===== src/hdl/wdt_cfg.svh =====
// Constants for the pin-selected watchdog: times in microseconds, reset values.
// Assumes a 20 MHz system clock; tick length is a parameter of the top module.
`ifndef WDT_CFG_SVH
`define WDT_CFG_SVH

// System clock rate in MHz, gives cycles per microsecond tick
`define WDT_CLK_MHZ      20
// Timing figures, microseconds, as minimum values
`define WDT_T_30US       32'd30
`define WDT_T_200US      32'd200
`define WDT_T_1MS        32'd1000
`define WDT_T_3MS        32'd3000
`define WDT_T_10MS       32'd10000
`define WDT_T_30MS       32'd30000
`define WDT_T_100MS      32'd100000
`define WDT_T_300MS      32'd300000
`define WDT_T_1S         32'd1000000
`define WDT_T_3S         32'd3000000
`define WDT_T_10S        32'd10000000
`define WDT_T_60S        32'd60000000
// Fault pulse width
`define WDT_T_PULSE      `WDT_T_100MS
// Setup delay default, not fixed by the table
`define WDT_T_SETUP      `WDT_T_1MS
// Marker limit meaning wait for the first kick edge
`define WDT_FIRST_EDGE   32'hFFFFFFFF
// Select code that disables monitoring
`define WDT_SEL_OFF      3'h3
// Select value assumed at reset
`define WDT_SEL_RST      3'h0

`endif


===== src/hdl/wdt_pkg.sv =====
// Types shared by the watchdog design.
// Assumes wdt_cfg.svh supplies the numeric constants.
package wdt_pkg;
  // Phases of the supervisor
  typedef enum logic [2:0] {
    Setup,
    Startup,
    FirstEdge,
    Watch,
    Fault,
    Off
  } state_e;

  // Timing variant selected at build time
  typedef logic [1:0] variant_t;
endpackage


===== src/hdl/pin_sync.sv =====
// Three-stage synchroniser with agreement filter for asynchronous pins.
// Assumes inputs are unrelated to clk; output is a clean registered level.
`timescale 1ns/1ns
module pin_sync #(
  parameter int WIDTH = 1
) (
  // Clock and reset
  input  wire logic             clk,
  input  wire logic             rst,
  // Raw pin and filtered level
  input  wire logic [WIDTH-1:0] pinIn,
  output logic      [WIDTH-1:0] levelOut
);
  logic [WIDTH-1:0] s1_q, s2_q, s3_q;   // Chain stages
  logic [WIDTH-1:0] s1_d, s2_d, s3_d;
  logic [WIDTH-1:0] lvl_q, lvl_d;       // Accepted level

  // A bit counts once stages two and three agree; stage one feeds only stage two
  always_comb begin
    s1_d = pinIn;
    s2_d = s1_q;
    s3_d = s2_q;
    lvl_d = lvl_q;
    for (int i = 0; i < WIDTH; i++) begin
      if (s2_q[i] == s3_q[i]) begin
        lvl_d[i] = s3_q[i];
      end
    end
  end

  // Registers only
  always_ff @(posedge clk or posedge rst) begin
    if (rst) begin
      s1_q  <= '0;
      s2_q  <= '0;
      s3_q  <= '0;
      lvl_q <= '0;
    end else begin
      s1_q  <= s1_d;
      s2_q  <= s2_d;
      s3_q  <= s3_d;
      lvl_q <= lvl_d;
    end
  end

  assign levelOut = lvl_q;
endmodule // pin_sync


===== src/hdl/pin_select_watchdog_timer.sv =====
// Pin-selected watchdog supervisor: select pins pick delays, kick pin is watched,
// an active-low fault pulse is sent when kicks stop.
// Assumes kick and select pins are asynchronous; one 20 MHz clock, async reset.
//
// Notes on behaviour
// - Missed kick within timeout raises fault.
// - Variant zero: startup equals timeout per code.
// - Variant one: startup 60 s, timeout per code.
// - Variant two: own pairs, two first-edge codes.
// - Code 011 disables monitoring entirely.
// - Kicks ignored during setup and startup.
// - After startup, timer starts, fault stays off.
// - Valid kick clears timer, restarts from zero.
// - Kicks ignored while fault is asserted.
// - Timer restarts when fault pulse ends.
// - Fault is pulsed, active low, drain selectable.
// - Fault pulse lasts 100 ms then ends.
// - Select change during fault waits for end.
// - Select change to any code but 011 starts fresh setup phase.
// - Without kicks, pulses repeat each timeout.
`timescale 1ns/1ns
`include "wdt_cfg.svh"
module pin_select_watchdog_timer #(
  parameter int             US_CYCLES  = `WDT_CLK_MHZ,  // Clock cycles per microsecond tick
  parameter int             SETUP_US   = `WDT_T_SETUP,  // Setup delay in ticks
  parameter int             PULSE_US   = `WDT_T_PULSE,  // Fault pulse width in ticks
  parameter wdt_pkg::variant_t VARIANT = 2'h0,          // Timing variant 0, 1 or 2
  parameter bit             OPEN_DRAIN = 1'b1           // Open-drain output stage
) (
  // Clock and reset
  input  wire logic clk,
  input  wire logic rst,
  // Host kick pin
  input  wire logic kickInput,
  // Select pins
  input  wire logic timingSelectBit0,
  input  wire logic timingSelectBit1,
  input  wire logic timingSelectBit2,
  // Fault pin: level and driver enable
  output logic      faultPulseOut_n,
  output logic      faultPulseOe,
  // Status: monitoring of kicks is live
  output logic      monitorActive
);

  ////////////////////////////////////////////////////////////////////////////
  // Time table
  // Returns a limit in ticks for the given code; timeout when wantTimeout.
  function automatic logic [31:0] limitOf(input logic [2:0] sel, input logic wantTimeout);
    logic [31:0] t;
    logic [31:0] s;
    t = `WDT_T_1MS;
    s = `WDT_T_1MS;
    case (VARIANT)
      2'h1: begin
        case (sel)
          3'h0:    t = `WDT_T_1MS;
          3'h1:    t = `WDT_T_3MS;
          3'h2:    t = `WDT_T_10MS;
          3'h4:    t = `WDT_T_100MS;
          3'h5:    t = `WDT_T_300MS;
          3'h6:    t = `WDT_T_3S;
          default: t = `WDT_T_60S;
        endcase
        s = `WDT_T_60S;
      end
      2'h2: begin
        case (sel)
          3'h0:    begin s = `WDT_T_3MS;      t = `WDT_T_3MS;   end
          3'h1:    begin s = `WDT_T_3S;       t = `WDT_T_3S;    end
          3'h2:    begin s = `WDT_T_60S;      t = `WDT_T_1S;    end
          3'h4:    begin s = `WDT_T_200US;    t = `WDT_T_30US;  end
          3'h5:    begin s = `WDT_FIRST_EDGE; t = `WDT_T_1S;    end
          3'h6:    begin s = `WDT_FIRST_EDGE; t = `WDT_T_10S;   end
          default: begin s = `WDT_T_60S;      t = `WDT_T_10S;   end
        endcase
      end
      default: begin
        case (sel)
          3'h0:    t = `WDT_T_1MS;
          3'h1:    t = `WDT_T_10MS;
          3'h2:    t = `WDT_T_30MS;
          3'h4:    t = `WDT_T_100MS;
          3'h5:    t = `WDT_T_1S;
          3'h6:    t = `WDT_T_10S;
          default: t = `WDT_T_60S;
        endcase
        s = t;
      end
    endcase
    return wantTimeout ? t : s;
  endfunction

  ////////////////////////////////////////////////////////////////////////////
  // Pin synchronisers
  logic [3:0] pinLevel;   // {sel2, sel1, sel0, kick} after filtering

  pin_sync #(
    .WIDTH (4)
  ) u_sync (
    .clk      (clk),
    .rst      (rst),
    .pinIn    ({timingSelectBit2, timingSelectBit1, timingSelectBit0, kickInput}),
    .levelOut (pinLevel)
  );

  logic [2:0] selNow;     // Filtered select code
  logic       kickNow;    // Filtered kick level
  assign selNow  = pinLevel[3:1];
  assign kickNow = pinLevel[0];

  ////////////////////////////////////////////////////////////////////////////
  // Supervisor state
  wdt_pkg::state_e state_q, state_d;  // Phase
  logic [31:0] cnt_q, cnt_d;          // Elapsed ticks in phase
  logic [31:0] pre_q, pre_d;          // Cycle prescaler for the tick
  logic [2:0]  sel_q, sel_d;          // Code in force
  logic        kickPrev_q, kickPrev_d;
  logic        fault_n_q, fault_n_d;
  logic        oe_q, oe_d;
  logic        act_q, act_d;

  logic tick;        // One microsecond has passed
  logic kickEdge;    // Either edge of the kick pin
  logic selChange;   // Pins differ from code in force
  assign tick      = (pre_q == 32'(US_CYCLES - 1));
  assign kickEdge  = (kickNow != kickPrev_q);
  assign selChange = (selNow != sel_q);

  // Next-state logic. Counts compare with >= so every delay is a minimum.
  always_comb begin
    state_d    = state_q;
    sel_d      = sel_q;
    kickPrev_d = kickNow;
    fault_n_d  = fault_n_q;
    pre_d      = tick ? 32'h0 : pre_q + 32'h1;
    cnt_d      = tick ? cnt_q + 32'h1 : cnt_q;
    if (selChange && state_q != wdt_pkg::Fault) begin
      // New code, fresh setup phase (Off for code 011), no power cycle needed
      sel_d   = selNow;
      state_d = (selNow == `WDT_SEL_OFF) ? wdt_pkg::Off : wdt_pkg::Setup;
      cnt_d   = 32'h0;
      pre_d   = 32'h0;
    end else begin
      case (state_q)
        wdt_pkg::Setup: begin
          // Kicks ignored here
          if (cnt_q >= 32'(SETUP_US)) begin
            state_d = (limitOf(sel_q, 1'b0) == `WDT_FIRST_EDGE) ?
                      wdt_pkg::FirstEdge : wdt_pkg::Startup;
            cnt_d   = 32'h0;
            pre_d   = 32'h0;
          end
        end
        wdt_pkg::Startup: begin
          if (cnt_q >= limitOf(sel_q, 1'b0)) begin
            state_d = wdt_pkg::Watch;
            cnt_d   = 32'h0;
            pre_d   = 32'h0;
          end
        end
        wdt_pkg::FirstEdge: begin
          // Counter parked; waits without limit for the host
          cnt_d = 32'h0;
          if (kickEdge) begin
            state_d = wdt_pkg::Watch;
            pre_d   = 32'h0;
          end
        end
        wdt_pkg::Watch: begin
          if (kickEdge) begin
            cnt_d = 32'h0;
            pre_d = 32'h0;
          end else if (cnt_q >= limitOf(sel_q, 1'b1)) begin
            state_d   = wdt_pkg::Fault;
            fault_n_d = 1'b0;
            cnt_d     = 32'h0;
            pre_d     = 32'h0;
          end
        end
        wdt_pkg::Fault: begin
          // Kicks are ignored and select changes wait for the pulse to end.
          if (cnt_q >= 32'(PULSE_US)) begin
            fault_n_d = 1'b1;
            cnt_d     = 32'h0;
            pre_d     = 32'h0;
            if (selChange) begin
              sel_d   = selNow;
              state_d = (selNow == `WDT_SEL_OFF) ? wdt_pkg::Off : wdt_pkg::Setup;
            end else begin
              state_d = wdt_pkg::Watch;
            end
          end
        end
        wdt_pkg::Off: begin
          // Monitoring stopped; only a select change leaves
          cnt_d = 32'h0;
          pre_d = 32'h0;
        end
        default: begin
          state_d = wdt_pkg::Setup;
          cnt_d   = 32'h0;
          pre_d   = 32'h0;
        end
      endcase
    end
    // Open drain drives only the low level; push-pull always drives.
    oe_d  = OPEN_DRAIN ? !fault_n_d : 1'b1;
    act_d = (state_d == wdt_pkg::Watch);
  end

  // Registers only
  always_ff @(posedge clk or posedge rst) begin
    if (rst) begin
      state_q    <= wdt_pkg::Setup;
      cnt_q      <= 32'h0;
      pre_q      <= 32'h0;
      sel_q      <= `WDT_SEL_RST;
      kickPrev_q <= 1'b0;
      fault_n_q  <= 1'b1;
      oe_q       <= !OPEN_DRAIN;
      act_q      <= 1'b0;
    end else begin
      state_q    <= state_d;
      cnt_q      <= cnt_d;
      pre_q      <= pre_d;
      sel_q      <= sel_d;
      kickPrev_q <= kickPrev_d;
      fault_n_q  <= fault_n_d;
      oe_q       <= oe_d;
      act_q      <= act_d;
    end
  end

  assign faultPulseOut_n = fault_n_q;
  assign faultPulseOe    = oe_q;
  assign monitorActive   = act_q;
endmodule // pin_select_watchdog_timer


===== config.mk =====
export PLATFORM = sky130hd
export DESIGN_NAME = pin_select_watchdog_timer
export DESIGN_NICKNAME = d
export VERILOG_FILES = /design/src/hdl/wdt_pkg.sv /design/src/hdl/pin_sync.sv /design/src/hdl/pin_select_watchdog_timer.sv
export VERILOG_INCLUDE_DIRS = /design/src /design/src/hdl
export SDC_FILE = /design/constraint.sdc
export NUM_CORES = 1
export LEC_CHECK = 0
export ABC_AREA = 1
export BUFFER_PORTS_ARGS = -buffer_cell sky130_fd_sc_hd__buf_2
export CAP_MARGIN = 20
export CORE_UTILIZATION = 64
export DETAILED_ROUTE_END_ITERATION = 7
export PLACE_DENSITY = 0.81
export REMOVE_ABC_BUFFERS = 1
export SYNTH_ARGS = -nofsm -noshare
export SYNTH_HDL_FRONTEND = slang
export SYNTH_SLANG_ARGS = --single-unit

===== constraint.sdc =====
create_clock -name clk -period 3.5 [get_ports clk]
set_input_delay 0.35 -clock clk [delete_from_list [all_inputs] [get_ports clk]]
set_output_delay 0.35 -clock clk [all_outputs]
set_load 0.005 [all_outputs]

==> results.toml <==
[run_status]
outcome = "complete, no violations"

[die]
initial_utilization_pct = 66.7
floorplan.die_area_sq_mm = 0.00903
chipWidth_um = 95.0
core_region_area_sq_mm = 0.00830
die_height_um = 95.0
number_of_top_level_pins = 9
number_of_rows_created_at_floorplan = 33

[clock_network]
worst_setup_hold_path_clk_slew_ns = 0.10
cts_buffer_depth = 2
ctsRootBufferMaster = "sky130_fd_sc_hd__clkbuf_8"
cts_made_buffers = 9
cts.repair_timing.setup_buffer_count = 0
clock_net_sink_count = 90
cts-htree-levels = 3
tritoncts = "built"
clk-insertion-delay-late_ns = 0.36

[placed_design]
place_inst = 835
routability_congestion_estimate_from_global_placement = 0.983
dpl.hpwl_um = 8900
io_buffer_count = 8
preCtsSetupSlack_ns = 0.733

[final_layout]
final_net_count = 771
area_grow_syn2layout_pct = 6.67
diodes = 0
layout.cells.most_common = "sky130_fd_sc_hd__nand2_1"
final_cell_count_no_fill = 852
proportion_of_layout_cells_with_a_drive_suffix_above_1_pct = 10.6
mostFrequentLayoutCells = "sky130_fd_sc_hd__nand2_1 (149), sky130_fd_sc_hd__nor2_1 (117), sky130_fd_sc_hd__inv_1 (114), sky130_fd_sc_hd__dfrtp_1 (89), sky130_fd_sc_hd__nand3_1 (40)"

[flow_run]
max_cap_viol_count = 0

[timing]
fin_hold_ws_ns = 0.0896
slew_violations = 0
finalCriticalPeriod_ns = 2.84
final_min_period_over_clock_period_pct = 81.3
final-hold-violation-count = 0
max_clock_freq_mhz = 352
final.setup.worst_slack_ns = 0.656
setup_viol_count_final = 0
fin_clk_skew_ns = 0.0134
rsz0062_at_grt = "no"
final.setup.tns_ns = 0

[power]
total_power_mw = 2.09
power_per_cell_area_mw_per_mm2 = 355
worst_ir_drop_vdd_mv = 0.198
static-leakage-power_nw = 2.91

[hold_path]
worst_hold_path.num_cells = 1
hold_wc_path_type = "in2reg"
worst_hold_startpoint = "timingSelectBit0"
worstHoldEndpoint = "u_sync.s1_q[1]"

[global_route]
grt.overflow.total = 0
grt_max_degree = 38
first_pass_grt_wire_length_um = 19800
via_count_of_the_first_global_routing_pass = 4451
antenna_found_initial = 0
global_router_s_overall_resource_usage_pct = 28.6

[setup_path]
cpPeakStageDelay_ns = 0.49
number_of_cells_on_the_critical_path = 15
crit_path_cell_trace = "nor2_1 > inv_1 > nor2_1 > a21oi_1 > ha_1 > nand2_1 > o21bai_1 > nand2_1 > o21ai_0 > nand2_1 > nand2_1 > nand3b_2 > a21oi_4 > inv_2 > nor3_1"
worst_ep_arrival_time_ns = 3.12
number_of_cells_traversed_by_the_worst_register_to_register_path = 15
startpoint_types = "flop"
r2r_slack_ns = 0.66
endpoint_kind = "flop"
critical_path_peak_fanout = 22
critical_path_buf_inv_count = 2
worst_ep_required_time_ns = 3.77
timing.critical_path.slowest_stage_cell = "sky130_fd_sc_hd__dfrtp_1"
r2r-start = "sel_q[0]"
critical_path.most_common_cell = "sky130_fd_sc_hd__nand2_1"
crit-reg2reg-capture = "cnt_q[3]"
path_delay_family = "simple AND/OR/NAND/NOR gates"
criticalPathCategory = "reg2reg"

[synth]
syn_avg_cell_area_sq_um = 7.66
synth-warning-count = 0
gate_count_after_technology_mapping = 723
syn_area_sq_mm = 0.00554
postSynthRegisterBits = 90
synth.lib_cells_used.distinct = 44
seq_area_frac_synth_pct = 40.7

[routing]
post_drt_wl_per_cell_um = 13.7
drt_pass1_iterations = 5
vias = 4658
drt_wl_total_um = 11700
drc_errors = 0
vias_per_cell = 5.47
initialDrtViolationCount = 248
ant_nets = 0
final cells by class:
class	count	area, sq um
Multi-Input combinational cell	511	2800
Tap cell	105	131
Fill cell	673	2390
Sequential cell	90	2250
Clock inverter	5	62.6
Clock buffer	11	141
Timing Repair Buffer	11	65.1
Inverter	119	450
worst register-to-register path, stage by stage, from the launching register on:
cell	delay [ns]
sky130_fd_sc_hd__dfrtp_1	0.49
sky130_fd_sc_hd__nor2_1	0.23
sky130_fd_sc_hd__inv_1	0.10
sky130_fd_sc_hd__nor2_1	0.15
sky130_fd_sc_hd__a21oi_1	0.09
sky130_fd_sc_hd__ha_1	0.29
sky130_fd_sc_hd__nand2_1	0.11
sky130_fd_sc_hd__o21bai_1	0.12
sky130_fd_sc_hd__nand2_1	0.06
sky130_fd_sc_hd__o21ai_0	0.14
sky130_fd_sc_hd__nand2_1	0.07
sky130_fd_sc_hd__nand2_1	0.09
sky130_fd_sc_hd__nand3b_2	0.14
sky130_fd_sc_hd__a21oi_4	0.26
sky130_fd_sc_hd__inv_2	0.22
sky130_fd_sc_hd__nor3_1	0.18
how the worst max path moves through the flow:
stage	startpoint	to	slack, ns
after floorplan	rst	cnt_q[0]	0.82
final	sel_q[0]	cnt_q[3]	0.66
after CTS	sel_q[0]	cnt_q[3]	0.69
after detailed placement	sel_q[0]	cnt_q[3]	0.73
after global routing	sel_q[0]	cnt_q[0]	0.29
after global placement	sel_q[2]	pre_q[5]	0.87
registers in the layout, indices dropped and copies added (netlist names), 3 cells and up:
register and flops:
sel_q 3, u_sync.s2_q 4, u_sync.levelOut 4, state_q 3, u_sync.s1_q 4, cnt_q 32, u_sync.s3_q 4, pre_q 32
cell usage after synthesis (all sizes together):
| library cell | n | share of area (%) |
|---|---|---|
| o211ai | 3 | 0.41 |
| xnor2 | 8 | 1.3 |
| a211oi | 1 | 0.23 |
| a21o | 1 | 0.14 |
| buf | 7 | 0.86 |
| nand4 | 16 | 1.9 |
| o21ai | 21 | 2.0 |
| nor3b | 2 | 0.27 |
| nand2 | 152 | 11 |
| a21oi | 27 | 2.6 |
| nand3 | 51 | 5.9 |
| or2 | 6 | 0.68 |
| nor3 | 31 | 3.8 |
| ha | 23 | 5.2 |
| xor2 | 16 | 2.5 |
| and3 | 2 | 0.23 |
| o21bai | 5 | 0.68 |
| nor4 | 1 | 0.11 |
| inv | 119 | 8.1 |
| maj3 | 4 | 0.72 |
| dfstp | 1 | 0.47 |
| nand3b | 1 | 0.20 |
| nor2 | 132 | 10 |
| o22ai | 1 | 0.11 |
| a31oi | 1 | 0.11 |
| dfrtp | 89 | 40 |
| mux2 | 1 | 0.20 |
| conb | 1 | 0.068 |
per-layer routing:
layer	GRT usage, %	share of wire [%]	vias to the layer above
met5	0	0	-
met4	14.3	3.2	0
met3	4.07	5.1	34
met2	49.5	49	154
met1	34.8	43	2161
li1	-	-	2309
kinds of logic (layout without fill, tap and decap cells):
group / after synthesis / after routing / share of synthesized area (%)
xor+xnor: 24 / 24 / 3.80
mux: 1 / 1 / 0.203
fa+ha+maj: 27 / 27 / 5.92
buf+inv: 126 / 146 / 8.97
simple gates: 394 / 394 / 34.1
flops: 90 / 90 / 40.7
other cells: 1 / 5 / 0.0677
compound gates: 60 / 60 / 6.28
per-stage QoR:
| stage | utilization [%] | instance area, sq um |
|---|---|---|
| final | 71.2 | 5910 |
| after global routing | 71.2 | 5910 |
| after CTS | 71.2 | 5910 |
| after detailed placement | 68.6 | 5690 |
| after global placement | 68.6 | 5690 |
| after floorplan | - | 5510 |
power by group:
| group | switching [mW] | total (mW) | internal, mW |
|---|---|---|---|
| sequential | 0.0276 | 1.10 | 1.08 |
| clock | 0.379 | 0.733 | 0.354 |
| combinational | 0.172 | 0.258 | 0.0864 |
| total | 0.578 | 2.09 | 1.52 |
what timing repair did:
item                                   4_1_cts  5_1_grt
endpoints found under the hold margin       19        0
hold buffers                                 1        0
gates resized for setup                      0        0
(Power assumes the default switching activity.)
